**src/plc_regs.svh**
```systemverilog
// Purpose: register offsets, bit positions, reset values and counts of the loop control block
// Assumes: 32-bit APB data, one aligned word per register
// Notes: definitions only
`ifndef PLC_REGS_SVH
`define PLC_REGS_SVH

`define PLC_ADDR_W 12
`define PLC_CTRL_OFF 12'h000
`define PLC_BW_OFF 12'h004

// loop_control_reg bits
`define PLC_CTRL_IE_BIT 7
`define PLC_CTRL_FLAG_BIT 6
`define PLC_CTRL_PWR_BIT 5
`define PLC_CTRL_SEL_BIT 4
`define PLC_CTRL_UNUSED 4'hF

// loop_bandwidth_reg bits
`define PLC_BW_AUTO_BIT 7
`define PLC_BW_LOCK_BIT 6
`define PLC_BW_TRK_BIT 5
`define PLC_BW_XLD_BIT 4

// reset values
`define PLC_RST_IE 1'b0
`define PLC_RST_FLAG 1'b0
`define PLC_RST_PWR 1'b1
`define PLC_RST_SEL 1'b0
`define PLC_RST_AUTO 1'b0
`define PLC_RST_TRK 1'b0

// edges of each source clock the base clock stays static while switching
`define PLC_SWITCH_EDGES 2'h3

`endif

```
**src/plc_pkg.sv**
```systemverilog
// Purpose: types shared by the loop control block
// Assumes: nothing
// Notes: numbers live in plc_regs.svh
package plc_pkg;

  // software view of loop_control_reg
  typedef struct packed {
    logic irq_en;
    logic flag;
    logic power_on;
    logic src_sel;
  } plc_ctrl_s;

  // software view of loop_bandwidth_reg
  typedef struct packed {
    logic auto_mode;
    logic manual_track;
  } plc_bw_s;

  // base clock switcher
  typedef enum logic [1:0] {
    SW_RUN,
    SW_OLD,
    SW_NEW
  } plc_sw_state_e;

endpackage : plc_pkg

```
**src/plc_sync.sv**
```systemverilog
// Purpose: two-flop synchroniser for pins entering the ref_clk_i domain
// Assumes: synchronous active-low reset
// Notes: the first stage is read only by the second
`timescale 1ns/10ps
module plc_sync #(
  parameter int unsigned W = 4
) (
  input wire logic ref_clk_i,
  input wire logic rst_n_i,
  input wire logic [W-1:0] async_i,
  output logic [W-1:0] sync_o
);

  logic [W-1:0] meta_ff;
  logic [W-1:0] sync_ff;

  // plain two-stage chain, reset to zero
  always_ff @(posedge ref_clk_i)
  begin
    if (!rst_n_i)
    begin
      meta_ff <= '0;
      sync_ff <= '0;
    end
    else
    begin
      meta_ff <= async_i;
      sync_ff <= meta_ff;
    end
  end

  assign sync_o = sync_ff;

endmodule : plc_sync

```
**src/plc_top.sv**
```systemverilog
// Purpose: loop lock event flag, interrupt and base clock source control
// Assumes: crystal and vco clocks are slow against ref_clk_i and sampled as pins
// Notes: APB slave, two registers; all outputs registered
// Summary of operation
// - auto mode: every lock change outside stop raises request
// - request passed only with irq enable set
// - change flag sets regardless of enable
// - manual mode: no interrupts, flag reads zero
// - vco source selectable even when unlocked
// - source select set: base from vco/2
// - wait mode changes nothing here
// - oscillator enable low: irq, base and crystal clock outputs held low
// - stop clears source select bit
// - after stop: crystal/2, select stays clear
// - break with clear enable: clears still work
// - break without clear enable: flag protected
// - auto mode: tracking flag shows acquisition done
// - auto mode: lock bit shows lock reached
// - control register read clears change flag
// - select/power interlock ignores illegal writes
// - base clock static three edges each side; old side skipped if it is the vco and power is off
`timescale 1ns/10ps
`include "plc_regs.svh"
module plc_top
  import plc_pkg::*;
#(
  parameter int unsigned ADDR_W = `PLC_ADDR_W
) (
  input wire logic ref_clk_i,
  input wire logic rst_n_i,
  input wire logic psel_i,
  input wire logic penable_i,
  input wire logic pwrite_i,
  input wire logic [ADDR_W-1:0] paddr_i,
  input wire logic [31:0] pwdata_i,
  output logic [31:0] prdata_o,
  output logic pready_o,
  output logic pslverr_o,
  input wire logic crystal_clock_i,
  input wire logic vco_clock_i,
  input wire logic lock_detect_i,
  input wire logic track_detect_i,
  input wire logic oscillator_enable_i,
  input wire logic break_state_i,
  input wire logic break_clear_enable_i,
  output logic crystal_clock_o,
  output logic base_clock_out_o,
  output logic clockgen_irq_o,
  output logic loop_power_on_o,
  output logic manual_track_o,
  output logic auto_mode_o
);

  // word-aligned address match, used by read and write paths
  function automatic logic addr_is(input logic [ADDR_W-1:0] a, input logic [ADDR_W-1:0] off);
    addr_is = (a[ADDR_W-1:2] == off[ADDR_W-1:2]);
  endfunction : addr_is

  // edge of the chosen source clock
  function automatic logic pick_edge(input logic sel, input logic x_e, input logic v_e);
    pick_edge = sel ? v_e : x_e;
  endfunction : pick_edge

  logic [3:0] pin_s;
  logic xclk_s;
  logic vclk_s;
  logic lock_s;
  logic trk_s;

  // every pin from the analog side passes two flops first
  plc_sync #(
    .W(4)
  ) u_sync (
    .ref_clk_i(ref_clk_i),
    .rst_n_i(rst_n_i),
    .async_i({crystal_clock_i, vco_clock_i, lock_detect_i, track_detect_i}),
    .sync_o(pin_s)
  );

  assign xclk_s = pin_s[3];
  assign vclk_s = pin_s[2];
  assign lock_s = pin_s[1];
  assign trk_s = pin_s[0];

  plc_ctrl_s ctrl_ff;
  plc_ctrl_s nxt_ctrl;
  plc_bw_s bw_ff;
  plc_bw_s nxt_bw;
  logic lock_raw_ff;
  logic trk_raw_ff;
  logic xclk_prev_ff;
  logic vclk_prev_ff;
  logic irq_ff;
  logic nxt_irq;
  logic xout_ff;
  logic nxt_xout;
  logic pready_ff;
  logic nxt_pready;
  logic pslverr_ff;
  logic nxt_pslverr;
  logic [31:0] prdata_ff;
  logic [31:0] nxt_prdata;
  plc_sw_state_e sw_ff;
  plc_sw_state_e nxt_sw;
  logic sel_ff;
  logic nxt_sel;
  logic [1:0] edge_cnt_ff;
  logic [1:0] nxt_edge_cnt;
  logic base_ff;
  logic nxt_base;

  logic x_edge;
  logic v_edge;
  logic lock_evt;
  logic access;
  logic take;
  logic done;
  logic hit_ctrl;
  logic hit_bw;
  logic protect;
  logic rd_clr;
  logic trk_bit;

  // bus decode: first access cycle samples, second completes
  always_comb
  begin
    x_edge = xclk_s & ~xclk_prev_ff;
    v_edge = vclk_s & ~vclk_prev_ff;
    access = psel_i & penable_i;
    take = access & ~pready_ff;
    done = access & pready_ff;
    hit_ctrl = addr_is(paddr_i, `PLC_CTRL_OFF);
    hit_bw = addr_is(paddr_i, `PLC_BW_OFF);
    protect = break_state_i & ~break_clear_enable_i;
    // a read, including the read half of read-modify-write, clears the flag
    rd_clr = take & ~pwrite_i & hit_ctrl & ~protect;
    // any lock change while the loop runs in auto mode is an event
    lock_evt = bw_ff.auto_mode & oscillator_enable_i & (lock_s != lock_raw_ff);
    trk_bit = bw_ff.auto_mode ? trk_raw_ff : bw_ff.manual_track;
  end

  // read data and answer timing
  always_comb
  begin
    nxt_pready = take;
    nxt_pslverr = take & ~(hit_ctrl | hit_bw);
    nxt_prdata = 32'h0000_0000;
    if (take && !pwrite_i && hit_ctrl)
    begin
      nxt_prdata[3:0] = `PLC_CTRL_UNUSED;
      nxt_prdata[`PLC_CTRL_IE_BIT] = ctrl_ff.irq_en & bw_ff.auto_mode;
      nxt_prdata[`PLC_CTRL_FLAG_BIT] = ctrl_ff.flag & bw_ff.auto_mode;
      nxt_prdata[`PLC_CTRL_PWR_BIT] = ctrl_ff.power_on;
      nxt_prdata[`PLC_CTRL_SEL_BIT] = ctrl_ff.src_sel;
    end
    else if (take && !pwrite_i && hit_bw)
    begin
      nxt_prdata[`PLC_BW_AUTO_BIT] = bw_ff.auto_mode;
      nxt_prdata[`PLC_BW_LOCK_BIT] = bw_ff.auto_mode & lock_raw_ff;
      nxt_prdata[`PLC_BW_TRK_BIT] = trk_bit;
      nxt_prdata[`PLC_BW_XLD_BIT] = 1'b0; // crystal loss detect not built here
    end
  end

  // register updates; hardware set beats software clear
  always_comb
  begin
    nxt_ctrl = ctrl_ff;
    nxt_bw = bw_ff;
    if (done && pwrite_i && hit_ctrl)
    begin
      // enable is frozen while manual mode is active
      if (bw_ff.auto_mode)
      begin
        nxt_ctrl.irq_en = pwdata_i[`PLC_CTRL_IE_BIT];
      end
      // power may not drop under a vco-selected base clock
      if (pwdata_i[`PLC_CTRL_PWR_BIT] || !ctrl_ff.src_sel)
      begin
        nxt_ctrl.power_on = pwdata_i[`PLC_CTRL_PWR_BIT];
      end
      // select needs power already on, hence two writes from off; lock is not checked
      if (!pwdata_i[`PLC_CTRL_SEL_BIT] || ctrl_ff.power_on)
      begin
        nxt_ctrl.src_sel = pwdata_i[`PLC_CTRL_SEL_BIT];
      end
    end
    if (done && pwrite_i && hit_bw)
    begin
      // tracking bit is read-only in auto mode; manual value is kept aside
      if (!bw_ff.auto_mode)
      begin
        nxt_bw.manual_track = pwdata_i[`PLC_BW_TRK_BIT];
      end
      nxt_bw.auto_mode = pwdata_i[`PLC_BW_AUTO_BIT];
    end
    if (rd_clr)
    begin
      nxt_ctrl.flag = 1'b0;
    end
    if (lock_evt)
    begin
      nxt_ctrl.flag = 1'b1;
    end
    // stop forces the crystal source; wait mode has no input here at all
    if (!oscillator_enable_i)
    begin
      nxt_ctrl.src_sel = 1'b0;
    end
    // level request, suppressed in manual mode and during stop
    nxt_irq = oscillator_enable_i & bw_ff.auto_mode & ctrl_ff.flag & ctrl_ff.irq_en;
    nxt_xout = oscillator_enable_i & xclk_s;
  end

  // base clock divider and glitch-free source switch
  always_comb
  begin
    nxt_sw = sw_ff;
    nxt_sel = sel_ff;
    nxt_edge_cnt = edge_cnt_ff;
    nxt_base = base_ff;
    if (!oscillator_enable_i)
    begin
      // stopped: output low and crystal already active on recovery
      nxt_sw = SW_RUN;
      nxt_sel = 1'b0;
      nxt_edge_cnt = 2'h0;
      nxt_base = 1'b0;
    end
    else
    begin
      unique case (sw_ff)
        SW_RUN:
        begin
          if (ctrl_ff.src_sel != sel_ff)
          begin
            nxt_sw = SW_OLD;
            nxt_edge_cnt = 2'h0;
          end
          else if (pick_edge(sel_ff, x_edge, v_edge))
          begin
            nxt_base = ~base_ff;
          end
        end
        SW_OLD:
        begin
          // output static; a vco already powered down would never tick
          if (sel_ff && !ctrl_ff.power_on)
          begin
            nxt_sw = SW_NEW;
            nxt_edge_cnt = 2'h0;
          end
          else if (pick_edge(sel_ff, x_edge, v_edge))
          begin
            if (edge_cnt_ff == `PLC_SWITCH_EDGES - 2'h1)
            begin
              nxt_sw = SW_NEW;
              nxt_edge_cnt = 2'h0;
            end
            else
            begin
              nxt_edge_cnt = edge_cnt_ff + 2'h1;
            end
          end
        end
        SW_NEW:
        begin
          if (pick_edge(~sel_ff, x_edge, v_edge))
          begin
            if (edge_cnt_ff == `PLC_SWITCH_EDGES - 2'h1)
            begin
              nxt_sw = SW_RUN;
              nxt_sel = ~sel_ff;
              nxt_edge_cnt = 2'h0;
            end
            else
            begin
              nxt_edge_cnt = edge_cnt_ff + 2'h1;
            end
          end
        end
      endcase
    end
  end

  // state registers
  always_ff @(posedge ref_clk_i)
  begin
    if (!rst_n_i)
    begin
      ctrl_ff <= '{irq_en: `PLC_RST_IE, flag: `PLC_RST_FLAG, power_on: `PLC_RST_PWR,
                   src_sel: `PLC_RST_SEL};
      bw_ff <= '{auto_mode: `PLC_RST_AUTO, manual_track: `PLC_RST_TRK};
      lock_raw_ff <= 1'b0;
      trk_raw_ff <= 1'b0;
      xclk_prev_ff <= 1'b0;
      vclk_prev_ff <= 1'b0;
      irq_ff <= 1'b0;
      xout_ff <= 1'b0;
      pready_ff <= 1'b0;
      pslverr_ff <= 1'b0;
      prdata_ff <= 32'h0000_0000;
      sw_ff <= SW_RUN;
      sel_ff <= 1'b0;
      edge_cnt_ff <= 2'h0;
      base_ff <= 1'b0;
    end
    else
    begin
      ctrl_ff <= nxt_ctrl;
      bw_ff <= nxt_bw;
      lock_raw_ff <= lock_s;
      trk_raw_ff <= trk_s;
      xclk_prev_ff <= xclk_s;
      vclk_prev_ff <= vclk_s;
      irq_ff <= nxt_irq;
      xout_ff <= nxt_xout;
      pready_ff <= nxt_pready;
      pslverr_ff <= nxt_pslverr;
      prdata_ff <= nxt_prdata;
      sw_ff <= nxt_sw;
      sel_ff <= nxt_sel;
      edge_cnt_ff <= nxt_edge_cnt;
      base_ff <= nxt_base;
    end
  end

  // outputs straight from flops
  assign prdata_o = prdata_ff;
  assign pready_o = pready_ff;
  assign pslverr_o = pslverr_ff;
  assign crystal_clock_o = xout_ff;
  assign base_clock_out_o = base_ff;
  assign clockgen_irq_o = irq_ff;
  assign loop_power_on_o = ctrl_ff.power_on;
  assign manual_track_o = bw_ff.manual_track;
  assign auto_mode_o = bw_ff.auto_mode;

endmodule : plc_top
```
**config.mk**
```make
export PLATFORM = sky130hd
export DESIGN_NAME = plc_top
export DESIGN_NICKNAME = d
export VERILOG_FILES = /design/src/plc_pkg.sv /design/src/plc_sync.sv /design/src/plc_top.sv
export VERILOG_INCLUDE_DIRS = /design/src /design/src/src
export SDC_FILE = /design/constraint.sdc
export NUM_CORES = 1
export LEC_CHECK = 0
export BUFFER_PORTS_ARGS = -buffer_cell sky130_fd_sc_hd__buf_2
export CORE_MARGIN = 5
export CORE_UTILIZATION = 39
export CTS_CLUSTER_DIAMETER = 150
export DETAILED_ROUTE_END_ITERATION = 6
export PLACE_DENSITY = 0.76
export SETUP_SLACK_MARGIN = 0.02
export SLEW_MARGIN = 20
export SYNTH_ARGS = -nofsm -noshare
export SYNTH_HDL_FRONTEND = slang
export SYNTH_SLANG_ARGS = --single-unit
```
**constraint.sdc**
```tcl
create_clock -name ref_clk_i -period 1.35 [get_ports ref_clk_i]
set_input_delay 0.27 -clock ref_clk_i [delete_from_list [all_inputs] [get_ports ref_clk_i]]
set_output_delay 0.27 -clock ref_clk_i [all_outputs]
set_load 0.02 [all_outputs]
```
* After elaboration in Yosys (flattened, before gate mapping)
Cells that the tools add are included.
** Storage, ports and cells
- Flip-flop bits (word level) :: 60
- Bits of input ports :: 56
- Output and inout port bits :: 40
** Cells by class
- Add/sub/neg operators :: 1
- Eq/ne operators :: 11
- Multiplexer cells :: 21
- Bitwise gates (word level) :: 30
- Reduce and logical (&&, ||, !) cells :: 25
** Operators with widths (number)
- 2-bit two-way mux :: 11
- 1-bit bitwise AND :: 18
- 4-bit two-way mux :: 3
- 2-bit one-hot mux with 3 select lines :: 2
- 1-bit NOT :: 11
- 10-bit by 1-bit == test with 1-bit output, second input constant :: 1
- 10-bit zero test :: 1
- 2-bit AND reduction :: 5
- 3-bit AND reduction :: 3
- 1-bit logical AND :: 7
- 2-bit inequality test, second input constant :: 3
- 3-bit inequality test, second input constant :: 2
- 1-bit two-way mux :: 5
- 5-bit AND reduction :: 1
- 2-bit == test, second input constant :: 2
- 1-bit zero test :: 4
- 2-bit by 1-bit adder with 2-bit output, second input constant :: 1
- 2-bit by 1-bit == test with 1-bit output, second input constant :: 1
- 2-bit zero test :: 1
- 1-bit logical OR :: 2
- 1-bit inequality test :: 2
- 2-bit nonzero test :: 1
- 1-bit OR :: 1

* Depth between registers and ports, before layout
- Word-level depth :: 7
- Mapped depth :: 5
- Depth with buffers taken out :: 5

* By module
A second synthesis with hierarchy kept.
** Unflattened totals
- Cells, all modules :: 171
- Area, all modules :: 1586.5 um^2
** By module, submodules not included
- plc_top :: instances 1, cells an instance 155, area each 1376.3 um^2, sequential area each 500.5 um^2
- plc_sync :: instances 1, cells an instance 16, area each 210.2 um^2, sequential area each 160.2 um^2

* Worst setup path after synthesis
No wires, ideal clock.
- Path type :: reg2reg
- From :: reg ctrl_ff (netlist bit loop_power_on_o)
- To :: reg sw_ff[0]
- Setup time :: 0.072 ns
- Data arrival time :: 1.240 ns
- Required time :: 1.278 ns
- Path slack :: 0.039 ns
- Cell stages (with the launch flop) :: 5
- Period minus slack after synthesis :: 1.311 ns
- Cells stage by stage :: dfxtp_1 > nand2b_1 > a32o_1 > a211oi_2 > mux2i_1
** On the way
- Word-level cells in the longest chain between the ends :: 4
- Elaborated cells on any way between the ends :: 7
- Classes of those cells :: eq/ne (2); mux (2); reduce/logical (3)
** RTL lines
- from (decl) :: RTL line plc_top.sv:85 : plc_ctrl_s ctrl_ff;
- from (signal assigned) :: RTL line plc_top.sv:291 : ctrl_ff <= '{irq_en: `PLC_RST_IE, flag: `PLC_RST_FLAG, power_on: `PLC_RST_PWR,
- from (signal assigned) :: RTL line plc_top.sv:310 : ctrl_ff <= nxt_ctrl;
- 1-bit zero test * :: RTL line plc_top.sv:248 : if (sel_ff && !ctrl_ff.power_on)
- 1-bit logical AND * :: RTL line plc_top.sv:248
- 3-bit inequality test (no line) / 2-bit two-way mux (equally long branches)
- 5-bit AND reduction (no line) / 2-bit one-hot mux with 3 select lines (equally long branches)
- to (signal assigned) :: RTL line plc_top.sv:321 : sw_ff <= nxt_sw;
- to (decl) :: RTL line plc_top.sv:103 : plc_sw_state_e sw_ff;
Every way passes the cells marked *; elsewhere a longest branch is shown, timed or not.
A chain may end at the register's enable or synchronous reset.

* Final worst setup path
- From :: reg sw_ff[1]
- To :: reg edge_cnt_ff[0]
** On the way
- Word-level cells in the longest chain between the ends :: 3
- Elaborated cells on any way between the ends :: 8
- Classes of those cells :: eq/ne (5); mux (1); reduce/logical (2)
** RTL lines
- 2-bit by 1-bit == test with 1-bit output, or another cell as far along :: RTL line plc_top.sv:232 : unique case (sw_ff)
- 3-bit inequality test (no line) / 2-bit inequality test (equally long branches)
- 3-bit AND reduction (no line)
- to (signal assigned) :: RTL line plc_top.sv:323 : edge_cnt_ff <= nxt_edge_cnt;
- to (decl) :: RTL line plc_top.sv:107 : logic [1:0] edge_cnt_ff;
Several ways; a longest one is shown, not always the timed one.

==> report_table.html <==
<table>
<tr><th>Metric</th><th>Value</th></tr>
<tr><th colspan="2">Timing</th></tr>
<tr><td>Final clock period utilization by the worst path</td><td>100.8%</td></tr>
<tr><td>FMAX</td><td>0.7350 GHz</td></tr>
<tr><td>Final-report setup violation count</td><td>4</td></tr>
<tr><td>Setup TNS after final layout</td><td>-0.03590 ns</td></tr>
<tr><td>Final worst clock skew</td><td>0.002754 ns</td></tr>
<tr><td>Final worst path period need</td><td>1.361 ns</td></tr>
<tr><td>Endpoints failing hold</td><td>0</td></tr>
<tr><td>Smallest setup slack after layout</td><td>-0.01062 ns</td></tr>
<tr><td>RSZ-0062 raised after global routing</td><td>yes</td></tr>
<tr><td>Number of pins with negative max-slew slack in the final report</td><td>0</td></tr>
<tr><th colspan="2">Place</th></tr>
<tr><td>Post-placement cell area</td><td>1809 µm²</td></tr>
<tr><td>DP Wirelength</td><td>2467 µm</td></tr>
<tr><td>Final weighted congestion of routability-driven global placement</td><td>0.8363</td></tr>
<tr><td>Buffers added on ports</td><td>40</td></tr>
<tr><td>Post-Place Cells</td><td>260</td></tr>
<tr><th colspan="2">Run status</th></tr>
<tr><td>Violations in the final reports</td><td>setup timing</td></tr>
<tr><td>Outcome</td><td>finished with violations</td></tr>
<tr><th colspan="2">Final layout</th></tr>
<tr><td>Proportion of layout cells with a drive suffix above 1</td><td>37.44%</td></tr>
<tr><td>Area overhead of the layout relative to synthesis</td><td>21.06%</td></tr>
<tr><td>Final instance area</td><td>1978 µm²</td></tr>
<tr><td>Antenna Cells</td><td>0</td></tr>
<tr><td># nets final</td><td>277</td></tr>
<tr><td>Number of cells in the finished layout apart from fillers</td><td>269</td></tr>
<tr><td>Utilization after layout</td><td>49.10%</td></tr>
<tr><th colspan="2">Drt</th></tr>
<tr><td>Number of DRC markers in iteration 0</td><td>54</td></tr>
<tr><td>Wire length reported by the detailed router</td><td>3170 µm</td></tr>
<tr><td>Remaining number of nets flagged by the antenna check after routing</td><td>0</td></tr>
<tr><td>Ratio of routed vias to standard cells</td><td>4.617</td></tr>
<tr><td>Average detailed-routed wire length per instance</td><td>11.78 µm</td></tr>
<tr><td>Via count of the routed design</td><td>1242</td></tr>
<tr><td>Number of design rule violations left after detail routing</td><td>0</td></tr>
<tr><td>Number of optimization iterations in the first detailed-route pass</td><td>4</td></tr>
<tr><th colspan="2">Logic synthesis</th></tr>
<tr><td>Async S/R FF share, synth</td><td>0%</td></tr>
<tr><td>Largest cells by area after synthesis</td><td>sky130_fd_sc_hd__dfxtp_1 40%, sky130_fd_sc_hd__buf_4 12%, sky130_fd_sc_hd__and2_1 5.7%</td></tr>
<tr><td>Syn Area/Cell</td><td>9.556 µm²</td></tr>
<tr><td>Number of distinct library cells after synthesis</td><td>46</td></tr>
<tr><td>Area share of the largest cell type after synthesis</td><td>40.43%</td></tr>
<tr><td>Netlist area before placement</td><td>1634 µm²</td></tr>
<tr><td>Top flip-flop cell by instance count after synthesis</td><td>sky130_fd_sc_hd__dfxtp_1</td></tr>
<tr><td>Post-synth top cells</td><td>33 x sky130_fd_sc_hd__dfxtp_1, 27 x sky130_fd_sc_hd__buf_4, 15 x sky130_fd_sc_hd__and2_1</td></tr>
<tr><td>Cell type with the largest total area after synthesis</td><td>sky130_fd_sc_hd__dfxtp_1</td></tr>
<tr><td>Number of enable-type register cells in the synthesized netlist</td><td>0</td></tr>
<tr><td>Cells after synthesis</td><td>171</td></tr>
<tr><td>Synth Register Bits</td><td>33</td></tr>
<tr><td>Syn. warnings</td><td>0</td></tr>
<tr><td>Most common cell in the synthesized netlist</td><td>sky130_fd_sc_hd__dfxtp_1</td></tr>
<tr><td>Sequential cell area fraction in the yosys report</td><td>40.43%</td></tr>
<tr><th colspan="2">Setup path</th></tr>
<tr><td>Reg-to-reg setup timing slack</td><td>-0.01 ns</td></tr>
<tr><td>Arrival @ worst endpoint</td><td>1.53 ns</td></tr>
<tr><td>Critical path peak fanout</td><td>3</td></tr>
<tr><td>Crit end category</td><td>register</td></tr>
<tr><td>Worst r2r dst</td><td>edge_cnt_ff[0]</td></tr>
<tr><td>Worst flop-to-flop path startpoint</td><td>sw_ff[1]</td></tr>
<tr><td>Worst path required time</td><td>1.52 ns</td></tr>
<tr><td>Startpoint class of the critical path</td><td>register</td></tr>
<tr><td>Crit Path Category</td><td>reg -&gt; reg</td></tr>
<tr><td>FF-to-FF path depth</td><td>5</td></tr>
<tr><th colspan="2">Clocking</th></tr>
<tr><td>CTS Buf Count</td><td>5</td></tr>
<tr><td>Buffer levels on the longest clock path</td><td>2</td></tr>
<tr><td>H-tree levels</td><td>2</td></tr>
<tr><td>CTS sink count</td><td>33</td></tr>
<tr><td>Clk pin slew, worst setup/hold paths</td><td>0.06 ns</td></tr>
<tr><td>TritonCTS clock tree</td><td>yes</td></tr>
<tr><td>Clock insertion delay at the later pin of the skew report</td><td>0.28 ns</td></tr>
<tr><td>Root buffer selected by CTS</td><td>sky130_fd_sc_hd__clkbuf_8</td></tr>
<tr><th colspan="2">Die</th></tr>
<tr><td>Floorplan die width</td><td>74.73 µm</td></tr>
<tr><td>Height of the die</td><td>74.73 µm</td></tr>
<tr><td>Number of core rows</td><td>23</td></tr>
<tr><td>Placeable Area</td><td>4029 µm²</td></tr>
<tr><td>Count of pins on the block boundary</td><td>96</td></tr>
<tr><td>Effective utilization at floorplan</td><td>40.56%</td></tr>
<tr><td>Area of the die</td><td>5585 µm²</td></tr>
<tr><th colspan="2">Pwr</th></tr>
<tr><td>Peak VDD IR</td><td>0.4073 mV</td></tr>
<tr><td>Cell Pwr Density</td><td>990.3 nW/µm²</td></tr>
<tr><td>Overall Power</td><td>1.959 mW</td></tr>
<tr><td>Leakage Power</td><td>0.9011 nW</td></tr>
<tr><th colspan="2">Hold path</th></tr>
<tr><td>Endpoint of the worst hold path</td><td>u_sync.meta_ff[1]</td></tr>
<tr><td>Class of the worst hold path</td><td>in -&gt; reg</td></tr>
<tr><td>Cell depth of the worst hold path</td><td>2</td></tr>
<tr><td>Launch point of the worst hold path</td><td>lock_detect_i</td></tr>
<tr><th colspan="2">GRT</th></tr>
<tr><td>Total routing resource utilization after global routing</td><td>11.61%</td></tr>
<tr><td>Number of global-route vias before repair</td><td>1136</td></tr>
<tr><td>Pin count of the biggest net entering global routing</td><td>19</td></tr>
<tr><td>First-pass GRT wire length</td><td>4816 µm</td></tr>
<tr><td>Overflow left after global routing</td><td>0</td></tr>
<tr><td>Number of antenna violations at the first check in global routing</td><td>0</td></tr>
<tr><th colspan="2">Run</th></tr>
<tr><td>Max capacitance violation total</td><td>0</td></tr>
</table>
==> layer usage <==
layer / part of all wire [%] / vias up / track usage [%] / wire length (µm)
met5: 0 / - / 0 / 0
met3: 9.7 / 10 / 3.605 / 308
li1: - / 623 / - / -
met4: 3.3 / 0 / 7.708 / 106
met1: 39 / 554 / 12.94 / 1226
met2: 48 / 55 / 19.02 / 1528
==> where the power goes <==
group          switching [mW]  leakage (nW)  internal [mW]
Combinational           0.117         0.576         0.0540
Clock                   0.332        0.0542          0.460
Sequential            0.00800         0.271          0.988
Total                   0.457         0.901           1.50
==> cell families after synthesis <==
| group | synth area share (%) |
|---|---|
| AO/OA/AOI/OAI | 8.652 |
| AND/OR/NAND/NOR | 27.49 |
| XOR/XNOR | 2.144 |
| adder cells (fa/ha/maj) | 2.297 |
| buffers and inverters | 15.01 |
| other | 0.2295 |
| multiplexers | 3.752 |
| flip-flops | 40.43 |
==> registers in the layout (all words and copies together), names as in the netlist, 2 cells and up <==
signal,cells
sw_ff,2
ctrl_ff,3
u_sync.sync_o,4
prdata_o,5
edge_cnt_ff,2
u_sync.meta_ff,4
==> cells in the final DEF, fill, tap and decap left out, drive strengths merged <==
| cell | instances |
|---|---|
| nor2 | 7 |
| nor4b | 1 |
| a211o | 1 |
| nand2 | 13 |
| o32ai | 1 |
| and3 | 3 |
| buf | 48 |
| a211oi | 1 |
| ha | 3 |
| nand3 | 4 |
| and4 | 2 |
| clkinv | 1 |
| dfxtp | 33 |
| and3b | 3 |
| nor2b | 4 |
| conb | 24 |
| clkbuf | 7 |
| nor3 | 5 |
| a21o | 1 |
| mux2 | 1 |
| nand2b | 3 |
| and2 | 15 |
| a32o | 1 |
| mux2i | 5 |
| nor4 | 2 |
| o211ai | 2 |
| inv | 5 |
| nand4 | 3 |
| o211a | 2 |
| o21ai | 5 |
| a21oi | 5 |
| xor2 | 2 |
| nor3b | 3 |
| o31ai | 1 |
| xnor2 | 2 |
==> timing repair <==
| action | CTS | global route |
|---|---|---|
| hold buffers | 0 | 0 |
| setup endpoints to repair | 4 | 4 |
| gates cloned | 0 | 0 |
| gates resized for setup | 10 | 8 |
| pin swaps | 2 | 5 |
| setup buffers | 1 | 0 |
==> how the worst max path moves through the flow <==
stage | to | start | slack, ns | cells after the start
finish | edge_cnt_ff[0] | sw_ff[1] | -0.01 | 5
floorplan | sw_ff[0] | loop_power_on_o | 0.04 | 4
CTS | sw_ff[0] | sw_ff[1] | -0.06 | 5
global placement | sw_ff[0] | sel_ff | -0.11 | 4
global route | sw_ff[1] | u_sync.sync_o[2] | -0.06 | 4
detailed placement | sw_ff[0] | sel_ff | -0.15 | 4
==> through the flow <==
step	setup slack, ns	hold slack [ns]
final	-0.01062	0.1891
after floorplan	0.03866	0.3834
after global placement	-0.1137	0.4166
after detailed placement	-0.1467	0.4169
after CTS	-0.05648	0.1772
after global routing	-0.05819	0.1782
==> critical path, cell delays in order, from the launching register on <==
cell                      delay [ns]
sky130_fd_sc_hd__dfxtp_2        0.33
sky130_fd_sc_hd__buf_4          0.13
sky130_fd_sc_hd__ha_2           0.18
sky130_fd_sc_hd__nor3b_1        0.14
sky130_fd_sc_hd__a211o_2        0.35
sky130_fd_sc_hd__mux2i_1        0.12
==> cell type report <==
class | instances | area [µm²]
clock inverters | 1 | 5.005
fillers | 395 | 2051
multi-input cells | 125 | 863.3
well taps | 50 | 62.56
flip-flops and latches | 33 | 671.9
inverters | 5 | 18.77
clock buffers | 7 | 96.34
repair buffers | 48 | 260.3
Note: power is estimated with default switching activity, not from simulation.
